===== src/hw/pit_regs.vh =====
// Constants for the three-counter interval timer bus and programming block
`ifndef PIT_REGS_VH
`define PIT_REGS_VH

// ----------------------------------------------------------------
// Port selection
// ----------------------------------------------------------------
`define PIT_SEL_SETUP      2'h3
`define PIT_NUM_CNT        3

// ----------------------------------------------------------------
// Setup word field positions
// ----------------------------------------------------------------
`define PIT_SW_SEL_HI      7
`define PIT_SW_SEL_LO      6
`define PIT_SW_FMT_HI      5
`define PIT_SW_FMT_LO      4
`define PIT_SW_MODE_HI     3
`define PIT_SW_MODE_LO     1
`define PIT_SW_BCD         0
`define PIT_SEL_READBACK   2'h3

// ----------------------------------------------------------------
// Access format codes
// ----------------------------------------------------------------
`define PIT_FMT_LATCH      2'h0
`define PIT_FMT_LOW        2'h1
`define PIT_FMT_HIGH       2'h2
`define PIT_FMT_BOTH       2'h3

// ----------------------------------------------------------------
// Readback command bits (active low latch requests)
// ----------------------------------------------------------------
`define PIT_RB_NCOUNT      5
`define PIT_RB_NSTATUS     4
`define PIT_RB_CNT0        1

// ----------------------------------------------------------------
// Reset values
// ----------------------------------------------------------------
`define PIT_SETUP_RST      6'h00
`define PIT_COUNT_RST      16'h0000

`endif


===== src/hw/pit_edge.v =====
// Rising edge detector for a counter clock pin sampled on the system clock
`timescale 1ns/100ps
module pit_edge (
  input  wire clk,
  input  wire rst,
  input  wire level,
  output reg  rise
);

  reg level_q;

  always @(posedge clk or posedge rst) begin
    if (rst) begin
      level_q <= 1'b0;
      rise    <= 1'b0;
    end else begin
      level_q <= level;
      rise    <= level & ~level_q;
    end
  end

endmodule // pit_edge


===== src/hw/pit_dec.v =====
// Binary or four-decade decimal decrement of a 16-bit count value
`timescale 1ns/100ps
module pit_dec (
  input  wire [15:0] value,
  input  wire        bcd,
  output wire [15:0] next_value
);

  wire [4:0]  borrow;
  wire [15:0] bcd_val;

  assign borrow[0] = 1'b1;

  // Each decade borrows from the next only when it wraps 0 to 9
  genvar d;
  generate
    for (d = 0; d < 4; d = d + 1) begin : g_digit
      wire [3:0] dig = value[4*d+3:4*d];
      assign bcd_val[4*d+3:4*d] = !borrow[d]     ? dig :
                                  (dig == 4'h0)  ? 4'h9 : dig - 4'h1;
      assign borrow[d+1] = borrow[d] & (dig == 4'h0);
    end
  endgenerate

  assign next_value = bcd ? bcd_val : value - 16'h0001;

endmodule // pit_dec


===== src/hw/pit_top.v =====
// Interval timer: bus decode, setup words, preset, counting and snapshot logic
`timescale 1ns/100ps
`include "pit_regs.vh"
module pit_top #(
  parameter NUM_CNT = `PIT_NUM_CNT
) (
  input  wire                clk,
  input  wire                rst,
  input  wire [7:0]          data_in,
  output reg  [7:0]          data_out,
  output reg                 data_oe,
  input  wire [1:0]          port_select_bits,
  input  wire                cs_n,
  input  wire                rd_n,
  input  wire                wr_n,
  input  wire [NUM_CNT-1:0]  count_clk,
  input  wire [NUM_CNT-1:0]  count_enable,
  output reg  [NUM_CNT-1:0]  count_out
);

  // ----------------------------------------------------------------
  // Strobe tracking
  // ----------------------------------------------------------------
  reg                wr_n_q;
  reg                rd_n_q;
  wire               wr_evt;
  wire               rd_evt;
  wire               setup_wr;
  wire               readback;
  wire [1:0]         sw_sel;
  wire [1:0]         sw_fmt;
  wire [7:0]         cnt_rdata [0:NUM_CNT-1];
  wire [NUM_CNT-1:0] cnt_out_w;
  wire               rd_sel;
  wire [2:0]         sw_mode;
  wire               sw_bcd;
  reg  [7:0]         rd_byte;
  integer            k;

  always @(posedge clk or posedge rst) begin
    if (rst) begin
      wr_n_q <= 1'b1;
      rd_n_q <= 1'b1;
    end else begin
      wr_n_q <= wr_n;
      rd_n_q <= rd_n;
    end
  end

  // ----------------------------------------------------------------
  // Bus decode
  // ----------------------------------------------------------------
  // Writes take effect on the rising write strobe, while still selected
  assign wr_evt   = !wr_n_q && wr_n && !cs_n;
  // A read completes when the read strobe rises; this steps byte order
  assign rd_evt   = !rd_n_q && rd_n && !cs_n;
  assign setup_wr = wr_evt && (port_select_bits == `PIT_SEL_SETUP);
  assign sw_sel   = data_in[`PIT_SW_SEL_HI:`PIT_SW_SEL_LO];
  assign sw_fmt   = data_in[`PIT_SW_FMT_HI:`PIT_SW_FMT_LO];
  assign readback = setup_wr && (sw_sel == `PIT_SEL_READBACK);
  // Setup register never answers a read
  assign rd_sel   = !cs_n && !rd_n && (port_select_bits != `PIT_SEL_SETUP);
  assign sw_mode  = data_in[`PIT_SW_MODE_HI:`PIT_SW_MODE_LO];
  assign sw_bcd   = data_in[`PIT_SW_BCD];

  // ----------------------------------------------------------------
  // Read byte select
  // ----------------------------------------------------------------
  // Select 11 matches no counter, so nothing indexes past the array
  always @* begin
    rd_byte = 8'h00;
    for (k = 0; k < NUM_CNT; k = k + 1) begin
      if (port_select_bits == k[1:0]) begin
        rd_byte = cnt_rdata[k];
      end
    end
  end

  // ----------------------------------------------------------------
  // Data buffer
  // ----------------------------------------------------------------
  always @(posedge clk or posedge rst) begin
    if (rst) begin
      data_out <= 8'h00;
      data_oe  <= 1'b0;
    end else begin
      data_oe <= rd_sel;
      if (rd_sel) begin
        data_out <= rd_byte;
      end else begin
        // Idle value is fixed so a released bus shows nothing stale
        data_out <= 8'h00;
      end
    end
  end

  // ----------------------------------------------------------------
  // Counter outputs
  // ----------------------------------------------------------------
  // One more register stage so every pin leaves straight from a flop
  always @(posedge clk or posedge rst) begin
    if (rst) begin
      count_out <= {NUM_CNT{1'b0}};
    end else begin
      count_out <= cnt_out_w;
    end
  end

  // ----------------------------------------------------------------
  // Counters, one copy each, sharing nothing but the bus
  // ----------------------------------------------------------------
  genvar i;
  generate
    for (i = 0; i < NUM_CNT; i = i + 1) begin : g_cnt
      wire        addr_hit;
      wire        cnt_wr;
      wire        cnt_rd;
      wire        setup_hit;
      wire        latch_cmd;
      wire        status_cmd;
      wire        tick;
      wire [15:0] ce_dec;
      reg  [2:0]  mode;
      reg  [1:0]  fmt;
      reg         bcd;
      reg  [15:0] ce;
      reg  [7:0]  preset_low_byte;
      reg  [7:0]  preset_high_byte;
      reg         wr_second;
      reg         rd_second;
      reg         load_pend;
      reg         armed;
      reg         null_count;
      reg         out;
      reg         latched;
      reg  [15:0] count_snapshot_latch;
      reg         stat_latched;
      reg  [7:0]  status;
      reg  [7:0]  next_rdata;
      wire        step;
      wire        sel_hit;
      wire        rb_pick;
      wire [15:0] preset_word;
      wire        at_one;
      wire        at_two;
      // Compare against a sized copy of the loop index
      localparam [1:0] CNT_IDX = i;

      assign addr_hit    = (port_select_bits == CNT_IDX);
      assign cnt_wr      = wr_evt && addr_hit;
      assign cnt_rd      = rd_evt && addr_hit;
      assign sel_hit     = setup_wr && (sw_sel == CNT_IDX);
      assign setup_hit   = sel_hit && (sw_fmt != `PIT_FMT_LATCH);
      // Readback names its counters by one bit each, from bit 1 up
      assign rb_pick     = readback && data_in[`PIT_RB_CNT0+i];
      assign latch_cmd   = (sel_hit && (sw_fmt == `PIT_FMT_LATCH))
                         || (rb_pick && !data_in[`PIT_RB_NCOUNT]);
      assign status_cmd  = rb_pick && !data_in[`PIT_RB_NSTATUS];
      // A tick with the gate low must leave the pending load in place
      assign step        = tick && count_enable[i];
      assign preset_word = {preset_high_byte, preset_low_byte};
      assign at_one      = (ce == 16'h0001);
      assign at_two      = (ce == 16'h0002);
      assign cnt_out_w[i] = out;

      // The edge is seen one system clock after the pin rises
      pit_edge u_edge (
        .clk   (clk),
        .rst   (rst),
        .level (count_clk[i]),
        .rise  (tick)
      );

      // Decrement is formed every cycle; only a gated tick uses it
      pit_dec u_dec (
        .value      (ce),
        .bcd        (bcd),
        .next_value (ce_dec)
      );

      // ------------------------------------------------------------
      // Setup word and preset buffer
      // ------------------------------------------------------------
      always @(posedge clk or posedge rst) begin
        if (rst) begin
          // Reset is a convenience; software must still program first
          mode             <= 3'h0;
          fmt              <= `PIT_FMT_LOW;
          bcd              <= 1'b0;
          preset_low_byte  <= 8'h00;
          preset_high_byte <= 8'h00;
          wr_second        <= 1'b0;
          load_pend        <= 1'b0;
        end else if (setup_hit) begin
          mode             <= sw_mode;
          fmt              <= sw_fmt;
          bcd              <= sw_bcd;
          preset_low_byte  <= 8'h00;
          preset_high_byte <= 8'h00;
          wr_second        <= 1'b0;
          load_pend        <= 1'b0;
        end else begin
          if (cnt_wr) begin
            case (fmt)
              `PIT_FMT_LOW: begin
                preset_low_byte <= data_in;
                load_pend       <= 1'b1;
              end
              `PIT_FMT_HIGH: begin
                preset_high_byte <= data_in;
                load_pend        <= 1'b1;
              end
              `PIT_FMT_BOTH: begin
                // Low byte first; only the high byte completes a count
                if (wr_second) begin
                  preset_high_byte <= data_in;
                  load_pend        <= 1'b1;
                end else begin
                  preset_low_byte <= data_in;
                end
                wr_second <= ~wr_second;
              end
              default: begin
                preset_low_byte <= preset_low_byte;
              end
            endcase
          end else if (load_pend && step) begin
            // Cleared by the same gated tick that moves the count
            load_pend <= 1'b0;
          end
        end
      end

      // ------------------------------------------------------------
      // Counting element and output
      // ------------------------------------------------------------
      always @(posedge clk or posedge rst) begin
        if (rst) begin
          ce         <= `PIT_COUNT_RST;
          armed      <= 1'b0;
          null_count <= 1'b0;
          out        <= 1'b0;
        end else if (setup_hit) begin
          // Counting halts until a fresh count has been transferred
          armed      <= 1'b0;
          null_count <= 1'b1;
          out        <= (sw_mode != 3'h0);
        end else begin
          if (cnt_wr && (fmt != `PIT_FMT_LATCH)) begin
            null_count <= 1'b1;
          end
          // A count byte arriving with the tick defers the transfer
          if (step) begin
            if (load_pend && !cnt_wr) begin
              // Both bytes enter the element in one step
              ce         <= preset_word;
              armed      <= 1'b1;
              null_count <= 1'b0;
              if (mode == 3'h0) begin
                out <= 1'b0;
              end
            end else if (armed) begin
              if (mode[1] && at_one) begin
                // Periodic modes reload at the end of each period
                ce  <= preset_word;
                out <= mode[0] ? ~out : 1'b1;
              end else begin
                ce <= ce_dec;
                if (mode[1] && !mode[0] && at_two) begin
                  out <= 1'b0;
                end else if (!mode[1] && at_one) begin
                  out <= 1'b1;
                end
              end
            end
          end
        end
      end

      // ------------------------------------------------------------
      // Snapshot latch
      // ------------------------------------------------------------
      always @(posedge clk or posedge rst) begin
        if (rst) begin
          count_snapshot_latch <= `PIT_COUNT_RST;
          latched              <= 1'b0;
        end else begin
          if (setup_hit) begin
            // Reprogramming releases any held count
            latched <= 1'b0;
          end else if (latch_cmd && !latched) begin
            latched <= 1'b1;
          end else if (cnt_rd && !stat_latched) begin
            if ((fmt != `PIT_FMT_BOTH) || rd_second) begin
              latched <= 1'b0;
            end
          end
          // A second latch before the read is ignored by holding here
          if (!latched) begin
            count_snapshot_latch <= ce;
          end
        end
      end

      // Byte pointer for two-byte reads; a status read does not step it
      always @(posedge clk or posedge rst) begin
        if (rst) begin
          rd_second <= 1'b0;
        end else if (setup_hit) begin
          rd_second <= 1'b0;
        end else if (cnt_rd && !stat_latched && (fmt == `PIT_FMT_BOTH)) begin
          rd_second <= ~rd_second;
        end
      end

      // ------------------------------------------------------------
      // Status latch
      // ------------------------------------------------------------
      // A latched status byte is read ahead of any latched count bytes
      always @(posedge clk or posedge rst) begin
        if (rst) begin
          stat_latched <= 1'b0;
          status       <= 8'h00;
        end else if (status_cmd && !stat_latched) begin
          status       <= {out, null_count, fmt, mode, bcd};
          stat_latched <= 1'b1;
        end else if (cnt_rd && stat_latched) begin
          stat_latched <= 1'b0;
        end
      end

      // Only one snapshot byte reaches the shared read path
      always @* begin
        next_rdata = count_snapshot_latch[7:0];
        if (stat_latched) begin
          next_rdata = status;
        end else if ((fmt == `PIT_FMT_HIGH) || ((fmt == `PIT_FMT_BOTH) && rd_second)) begin
          next_rdata = count_snapshot_latch[15:8];
        end
      end

      assign cnt_rdata[i] = next_rdata;
    end
  endgenerate

endmodule // pit_top


===== config.mk =====
export PLATFORM = sky130hd
export DESIGN_NAME = pit_top
export DESIGN_NICKNAME = d
export VERILOG_FILES = /design/src/hw/pit_edge.v /design/src/hw/pit_dec.v /design/src/hw/pit_top.v
export VERILOG_INCLUDE_DIRS = /design/src /design/src/hw
export SDC_FILE = /design/constraint.sdc
export NUM_CORES = 1
export LEC_CHECK = 0
export ABC_AREA = 0
export BUFFER_PORTS_ARGS = -buffer_cell sky130_fd_sc_hd__buf_2
export CORE_MARGIN = 2
export CORE_UTILIZATION = 50
export CTS_CLUSTER_SIZE = 20
export DETAILED_ROUTE_END_ITERATION = 16
export PLACE_DENSITY = 0.72
export REMOVE_ABC_BUFFERS = 1
export SYNTH_ARGS = -nofsm -noshare
export SYNTH_HDL_FRONTEND = slang
export SYNTH_HIERARCHICAL = 1
export SYNTH_SLANG_ARGS = --single-unit
export TNS_END_PERCENT = 100

===== constraint.sdc =====
create_clock -name clk -period 8.4 [get_ports clk]
set_clock_uncertainty 0.15 [all_clocks]
set_input_delay 0.42 -clock clk [delete_from_list [all_inputs] [get_ports clk]]
set_output_delay 0.42 -clock clk [all_outputs]
set_load 0.02 [all_outputs]

; Yosys cells after proc, flatten, opt, wreduce, memory -nomap -nowiden
; Cells that the tools add are included.
[classes]
n_addsub = 15
eq_ne = 49
mux = 163
bitwise = 24
reduce_logical = 205
[ops]
columns = operator, n
row1 = 8-bit two-way mux, 28
row2 = 16-bit two-way mux, 12
row3 = 8-bit one-hot mux with 2 select lines, 6
row4 = 1-bit two-way mux, 93
row5 = 4-bit two-way mux, 21
row6 = 1-bit logical AND, 74
row7 = 3-bit nonzero test, 19
row8 = 2-bit nonzero test, 25
row9 = "16-bit by 1-bit equality test with 1-bit output, second input constant", 3
row10 = "16-bit by 2-bit equality test with 1-bit output, second input constant", 3
row11 = 4-bit logical NOT, 12
row12 = 4-bit AND reduction, 12
row13 = "16-bit by 1-bit subtractor with 16-bit output, second input constant", 3
row14 = "4-bit by 1-bit subtractor with 4-bit output, second input constant", 12
row15 = "4-bit by 1-bit inequality test with 1-bit output, second input constant", 9
row16 = 3-bit AND reduction, 12
row17 = 1-bit logical NOT, 21
row18 = "2-bit equality test, second input constant", 10
row19 = "3-bit inequality test, second input constant", 6
row20 = 2-bit AND reduction, 9
row21 = 1-bit NOT, 15
row22 = 5-bit nonzero test, 3
row23 = "4-bit by 2-bit inequality test with 1-bit output, second input constant", 3
row24 = "4-bit inequality test, second input constant", 3
row25 = other kinds (9), 42
[totals]
reg_bits = 230
inputBits = 21
out_inout_bits = 12
elab_cells = 524

; Longest topological paths before layout
[depth]
ltp_word = 11
mapped_depth = 9
depth_no_buf = 8

; Cells and area by module
; The synthesis kept the hierarchy.
[modules_own_cells]
columns = module, instances, cells_per_inst, area_each_um2, seq_area_each_um2
row1 = pit_top, 1, 917, 10448.8, 5611.6
row2 = pit_dec at g_cnt[0].u_dec ..., 2, 69, 459.2, 0.0
row3 = pit_dec at g_cnt[2].u_dec, 1, 62, 407.9, 0.0
row4 = pit_edge, 3, 4, 67.6, 50.0

; Worst setup path after synthesis
; OpenSTA, ideal clock, no wires.
[synth_path]
path_type = register -> register
startpoint = reg g_cnt[1].ce[6]
endpoint = reg g_cnt[1].ce[11]
setup_ps = 77
t_arrival_ps = 2209
required_time_ps = 8173
setup_slack_ps = 5964
path_stages_with_launch = 7
path_buffers = 0
synth_period_minus_slack_ps = 2436
path_cell_list = dfrtp_1 -> or4_4 -> or4b_4 -> a2111oi_4 -> xor2_1 -> mux2i_1 -> a21oi_1
[synth_between]
elab_chain_cells = 5
elab_cells_between_ends = 11
classes_between = 1 x add/sub / 2 x eq/ne / 4 x mux / 1 x bitwise / 3 x reduce/logical
[synth_lines]
columns = element, line
row1 = "start, declared", pit_top.v:126  ; reg [15:0] ce;
row2 = "start signal, assigned", pit_top.v:239  ; ce <= `PIT_COUNT_RST;
row3 = "start signal, assigned", pit_top.v:256  ; ce <= preset_word;
row4 = "start signal, assigned", pit_top.v:265  ; ce <= preset_word;
row5 = 16-bit by 1-bit subtractor with 16-bit output, pit_dec.v:25  ; assign next_value = bcd ? bcd_val : value - 16'h0001;
row6 = 16-bit two-way mux, pit_dec.v:25
row7 = named net g_cnt[1].ce_dec[11], pit_top.v:122  ; wire [15:0] ce_dec;
row8 = 16-bit two-way mux, pit_top.v:263  ; if (mode[1] && at_one) begin
row9 = 16-bit two-way mux, pit_top.v:262  ; end else if (armed) begin
row10 = 16-bit two-way mux, pit_top.v:254  ; if (load_pend && !cnt_wr) begin
; The timed path passes the listed nets, and every way through them passes these cells. The select of a mux whose other input is x is not followed.
; A chain may end at the register's enable or synchronous reset.

; Worst setup path in the final report
[layout_path]
startpoint = in wr_n
endpoint = reg g_cnt[2].ce[7]
[layout_between]
elab_chain_cells = 7
elab_cells_between_ends = 13
classes_between = 1 x eq/ne / 1 x mux / 1 x bitwise / 10 x reduce/logical
[layout_lines]
columns = element, line
row1 = "start, declared", pit_top.v:15  ; input wire wr_n,
row2 = 1-bit logical AND * (2 in series), pit_top.v:54  ; assign wr_evt = !wr_n_q && wr_n && !cs_n;
row3 = "1-bit logical AND, on equally long branches", "pit_top.v:150, pit_top.v:57"
row4 = 1-bit logical NOT or 1-bit logical AND (tied branches), "pit_top.v:254, pit_top.v:152"
row5 = "1-bit logical AND, on equally long branches", "pit_top.v:254, pit_top.v:153"
row6 = 4-bit by 1-bit inequality test with 1-bit output (no source line) (tied with other cells), --
row7 = 4-bit AND reduction (no source line), --
row8 = "end signal, assigned", pit_top.v:239
row9 = "end signal, assigned", pit_top.v:256
row10 = "end signal, assigned", pit_top.v:265
row11 = "end, declared", pit_top.v:126
; Mark *: on every way between the ends. The rest lies on a longest branch, timed or not.

==> results_dict.tcl <==
set metrics [dict create \
    fin_util 0.5657 \
    status "finished, final reports clean" \
    ys_ff_latch 230 \
    switching_share 0.3439 \
    clockBufferDepth 3 \
    diodes 0 \
    synth_top_cell_area_share 0.4701 \
    grt_first_pass_wirelength_microns 45910 \
    setup_slack_ns 5.166 \
    period_needed_ns 3.234 \
    synth_area_leaders "dfrtp_1 (47%), mux2_2 (11%), mux2i_1 (6.0%), nor2_1 (3.5%), o21ai_0 (3.1%)" \
    dr.pass1.iters 5 \
    p_comb_frac 0.255 \
    powerDensity_nw_per_um2 288.5 \
    holdBufCountCts 7 \
    clk_latency_ns 0.55 \
    ys_warn_count 6 \
    syn2layout_area_growth_pct 10.86 \
    wire_per_inst_microns 18.94 \
    synth_ff_type "dfrtp_1" \
    rsz0062_at_grt "false" \
    dieWidth_microns 158.8 \
    synth.avg_cell_area_sq_um 10.61 \
    synth-edff-count 0 \
    wl_met3_microns 1636 \
    wl_met1_microns 13390 \
    crit_chain "dlygate4sd3_1 -> buf_2 -> nor3b_4 -> a21boi_1 -> a31oi_2 -> mux2_2 -> mux2_2" \
    synth_top_area_cell "dfrtp_1" \
    drive_gt1_frac 0.2073 \
    rows 56 \
    whs_ns 0.01682 \
    worstPathRequired_ns 8.66 \
    slowest_stage "a31oi_2" \
    numCtsBuffers 26 \
    vias_per_cell 5.854 \
    vias 8729 \
    first_iter_violations 711 \
    cts.sinks 230 \
    post_cts_resized 0 \
    p_clk_frac 0.290 \
    power.total_mw 3.831 \
    cap_viol_max_count 0 \
    postSynth.asyncResetShare 1.000 \
    io_buffers 32 \
    maxSlewViolCount 0 \
    yosysUniqueCellTypes 81 \
    gp_congestion 0.8300 \
    drc 0 \
    fin_nets 1191 \
    dp_slack_ns 5.241 \
    cts_max_level 1 \
    cp_max_fo 16 \
    grt_remaining_overflow 0 \
    cp.arrival_ns 3.49 \
    p_leak_nw 5.918 \
    worstSetupPathType "in -> reg" \
    cts_tree "built" \
    p_int_mw 2.513 \
    initial_core_util 0.5103 \
    die-area_sq_um 25210 \
    cts-root-buf "clkbuf_16" \
    yosysSeqAreaShare 0.4810 \
    post_cts_buffers 0 \
    seqPwrFrac 0.456 \
    chipHeight_microns 158.8 \
    worst_setup_path_end_kind "register" \
    p_sw_mw 1.317 \
    ios 33 \
    max-vdd-ir-drop_uv 168.7 \
    crit_top_cell "mux2_2" \
    worst_pin_slew_ns 0.9786 \
    antenna_found_initial 0 \
    dp_hpwl_microns 19220 \
    grt_pass1_vias 8357 \
    fin_tns_setup_ns 0 \
    finalSetupViolations 0 \
    synthesis.instances 1129 \
    fmax_mhz 309.2 \
    top_layer "met4" \
    syn-cell-area_sq_um 11980 \
    routed_wl_microns 28240 \
    clk_pin_slew_ns 0.06 \
    coreArea_sq_um 23470 \
    slew_headroom 0.3456 \
    period_share 0.3850 \
    grt_max_degree 111 \
    slowest_delay_ns 0.84 \
    globalRouteTotalUtil 0.2248 \
    hold_viol_final 0 \
    cp-start-kind "input port" \
    hold_path.class "in -> reg" \
    wl_met2_microns 12570 \
    ant_nets 0 \
]
## cell type report
cell class / count / area [sq um]
Sequential cell: 230 / 5762
Clock buffer: 34 / 720.7
Tap cell: 319 / 399.1
Timing Repair Buffer: 46 / 282.8
Fill cell: 2019 / 10190
Inverter: 43 / 168.9
Clock inverter: 14 / 121.4
Multi-Input combinational cell: 805 / 5824
## final timing paths
kind	start	to	slack (ns)	cells after the start
setup reg to reg	wr_n_q	g_cnt[2].ce[7]	5.35	5
setup / recovery	wr_n	g_cnt[2].ce[7]	5.17	7
hold reg to reg	g_cnt[2].u_edge/level_q	g_cnt[2].u_edge/rise	0.29	1
min in group asynchronous	rst	g_cnt[0].u_edge/level_q	0.23	3
max in group asynchronous	rst	g_cnt[1].preset_high_byte[7]	5.63	5
hold / removal	count_enable[1]	g_cnt[1].load_pend	0.02	2
## per-layer routing
layer	global-route usage	vias up
li1	-	4098
met1	0.3391	4362
met2	0.3396	229
met3	0.03292	40
met4	0.05880	0
met5	0	-
## critical path: cells and delay by family
kind	cells	cell delay [ns]
and+or+nand+nor	1	0.56
buffers and inverters	2	0.70
muxes	2	0.67
AOI/OAI and AO/OA	2	1.14
## registers in the layout, summed over array words and instances (netlist names), 6 cells and up
name,cells
g_cnt.preset_high_byte,24
g_cnt.fmt,6
g_cnt.status,24
g_cnt.mode,9
data_out,8
g_cnt.preset_low_byte,24
g_cnt.count_snapshot_latch,48
g_cnt.ce,48
## synthesized netlist by cell type, types with 4 or more instances
library cell and count:
dfstp_2 5, xnor2_1 10, clkbuf_1 34, and3_1 4, a21o_1 5, and2_1 4
o21ai_0 73, buf_2 7, a211oi_1 18, dfrtp_1 225, mux2i_1 72, o41ai_1 4
nor4_1 19, xor2_1 17, buf_4 5, nor3b_1 5, or4_1 4, a21oi_1 62
nor2_1 111, or3_1 6, a31oi_1 9, inv_1 43, a22o_1 16, mux2_2 116
a21boi_0 4, ha_1 18, o31ai_1 10, nand2_1 94, nor2b_1 10, nand3_1 17
nor4b_1 5, nand2b_1 10, nor3_1 12
## metrics by stage
stage / std cells / area, sq um
CTS: 1491 / 13280
floorplan: 1078 / 11740
finish: 1491 / 13280
detailed placement: 1436 / 12370
global placement: 1436 / 12370
global route: 1491 / 13280
## power by group through the flow
stage | sequential, mW | clock, mW | combinational, mW
2_1_floorplan | 1.63 | 0 | 0.769
3_3_place_gp | 1.75 | 0 | 0.937
3_5_place_dp | 1.76 | 0 | 0.963
4_1_cts | 1.74 | 1.13 | 0.973
5_1_grt | 1.79 | 1.17 | 1.09
6_report | 1.75 | 1.11 | 0.975
## cells by family after synthesis
kind of cell / synth area share
and+or+nand+nor: 0.1469
DFF: 0.4810
muxes: 0.1702
AOI/OAI and AO/OA: 0.1303
xor gates and xnor gates: 0.01974
buffers and inverters: 0.03311
adders and majority gates: 0.01880
## cells in the final DEF, fill, tap and decap left out, types with 5 or more instances in the layout
| cell | Yosys | final |
|---|---|---|
| xnor2_1 | 10 | 10 |
| a21o_1 | 5 | 5 |
| a21oi_1 | 62 | 62 |
| nand2_1 | 94 | 94 |
| o31ai_1 | 10 | 10 |
| nor4b_1 | 5 | 5 |
| buf_4 | 5 | 7 |
| a211oi_1 | 18 | 18 |
| clkinv_2 | 0 | 7 |
| o21ai_0 | 73 | 73 |
| dfrtp_1 | 225 | 225 |
| or3_1 | 6 | 6 |
| a22o_1 | 16 | 16 |
| nor4_1 | 19 | 19 |
| a31oi_1 | 9 | 9 |
| nor2_1 | 111 | 111 |
| clkbuf_16 | 0 | 26 |
| xor2_1 | 17 | 17 |
| mux2i_1 | 72 | 72 |
| dlygate4sd3_1 | 0 | 7 |
| nand2b_1 | 10 | 10 |
| ha_1 | 18 | 18 |
| inv_1 | 43 | 42 |
| nor2b_1 | 10 | 10 |
| buf_2 | 7 | 32 |
| nor3b_1 | 5 | 5 |
| mux2_2 | 116 | 116 |
| nor3_1 | 12 | 11 |
| nand3_1 | 17 | 17 |
| dfstp_2 | 5 | 5 |
(Power assumes the default switching activity.)
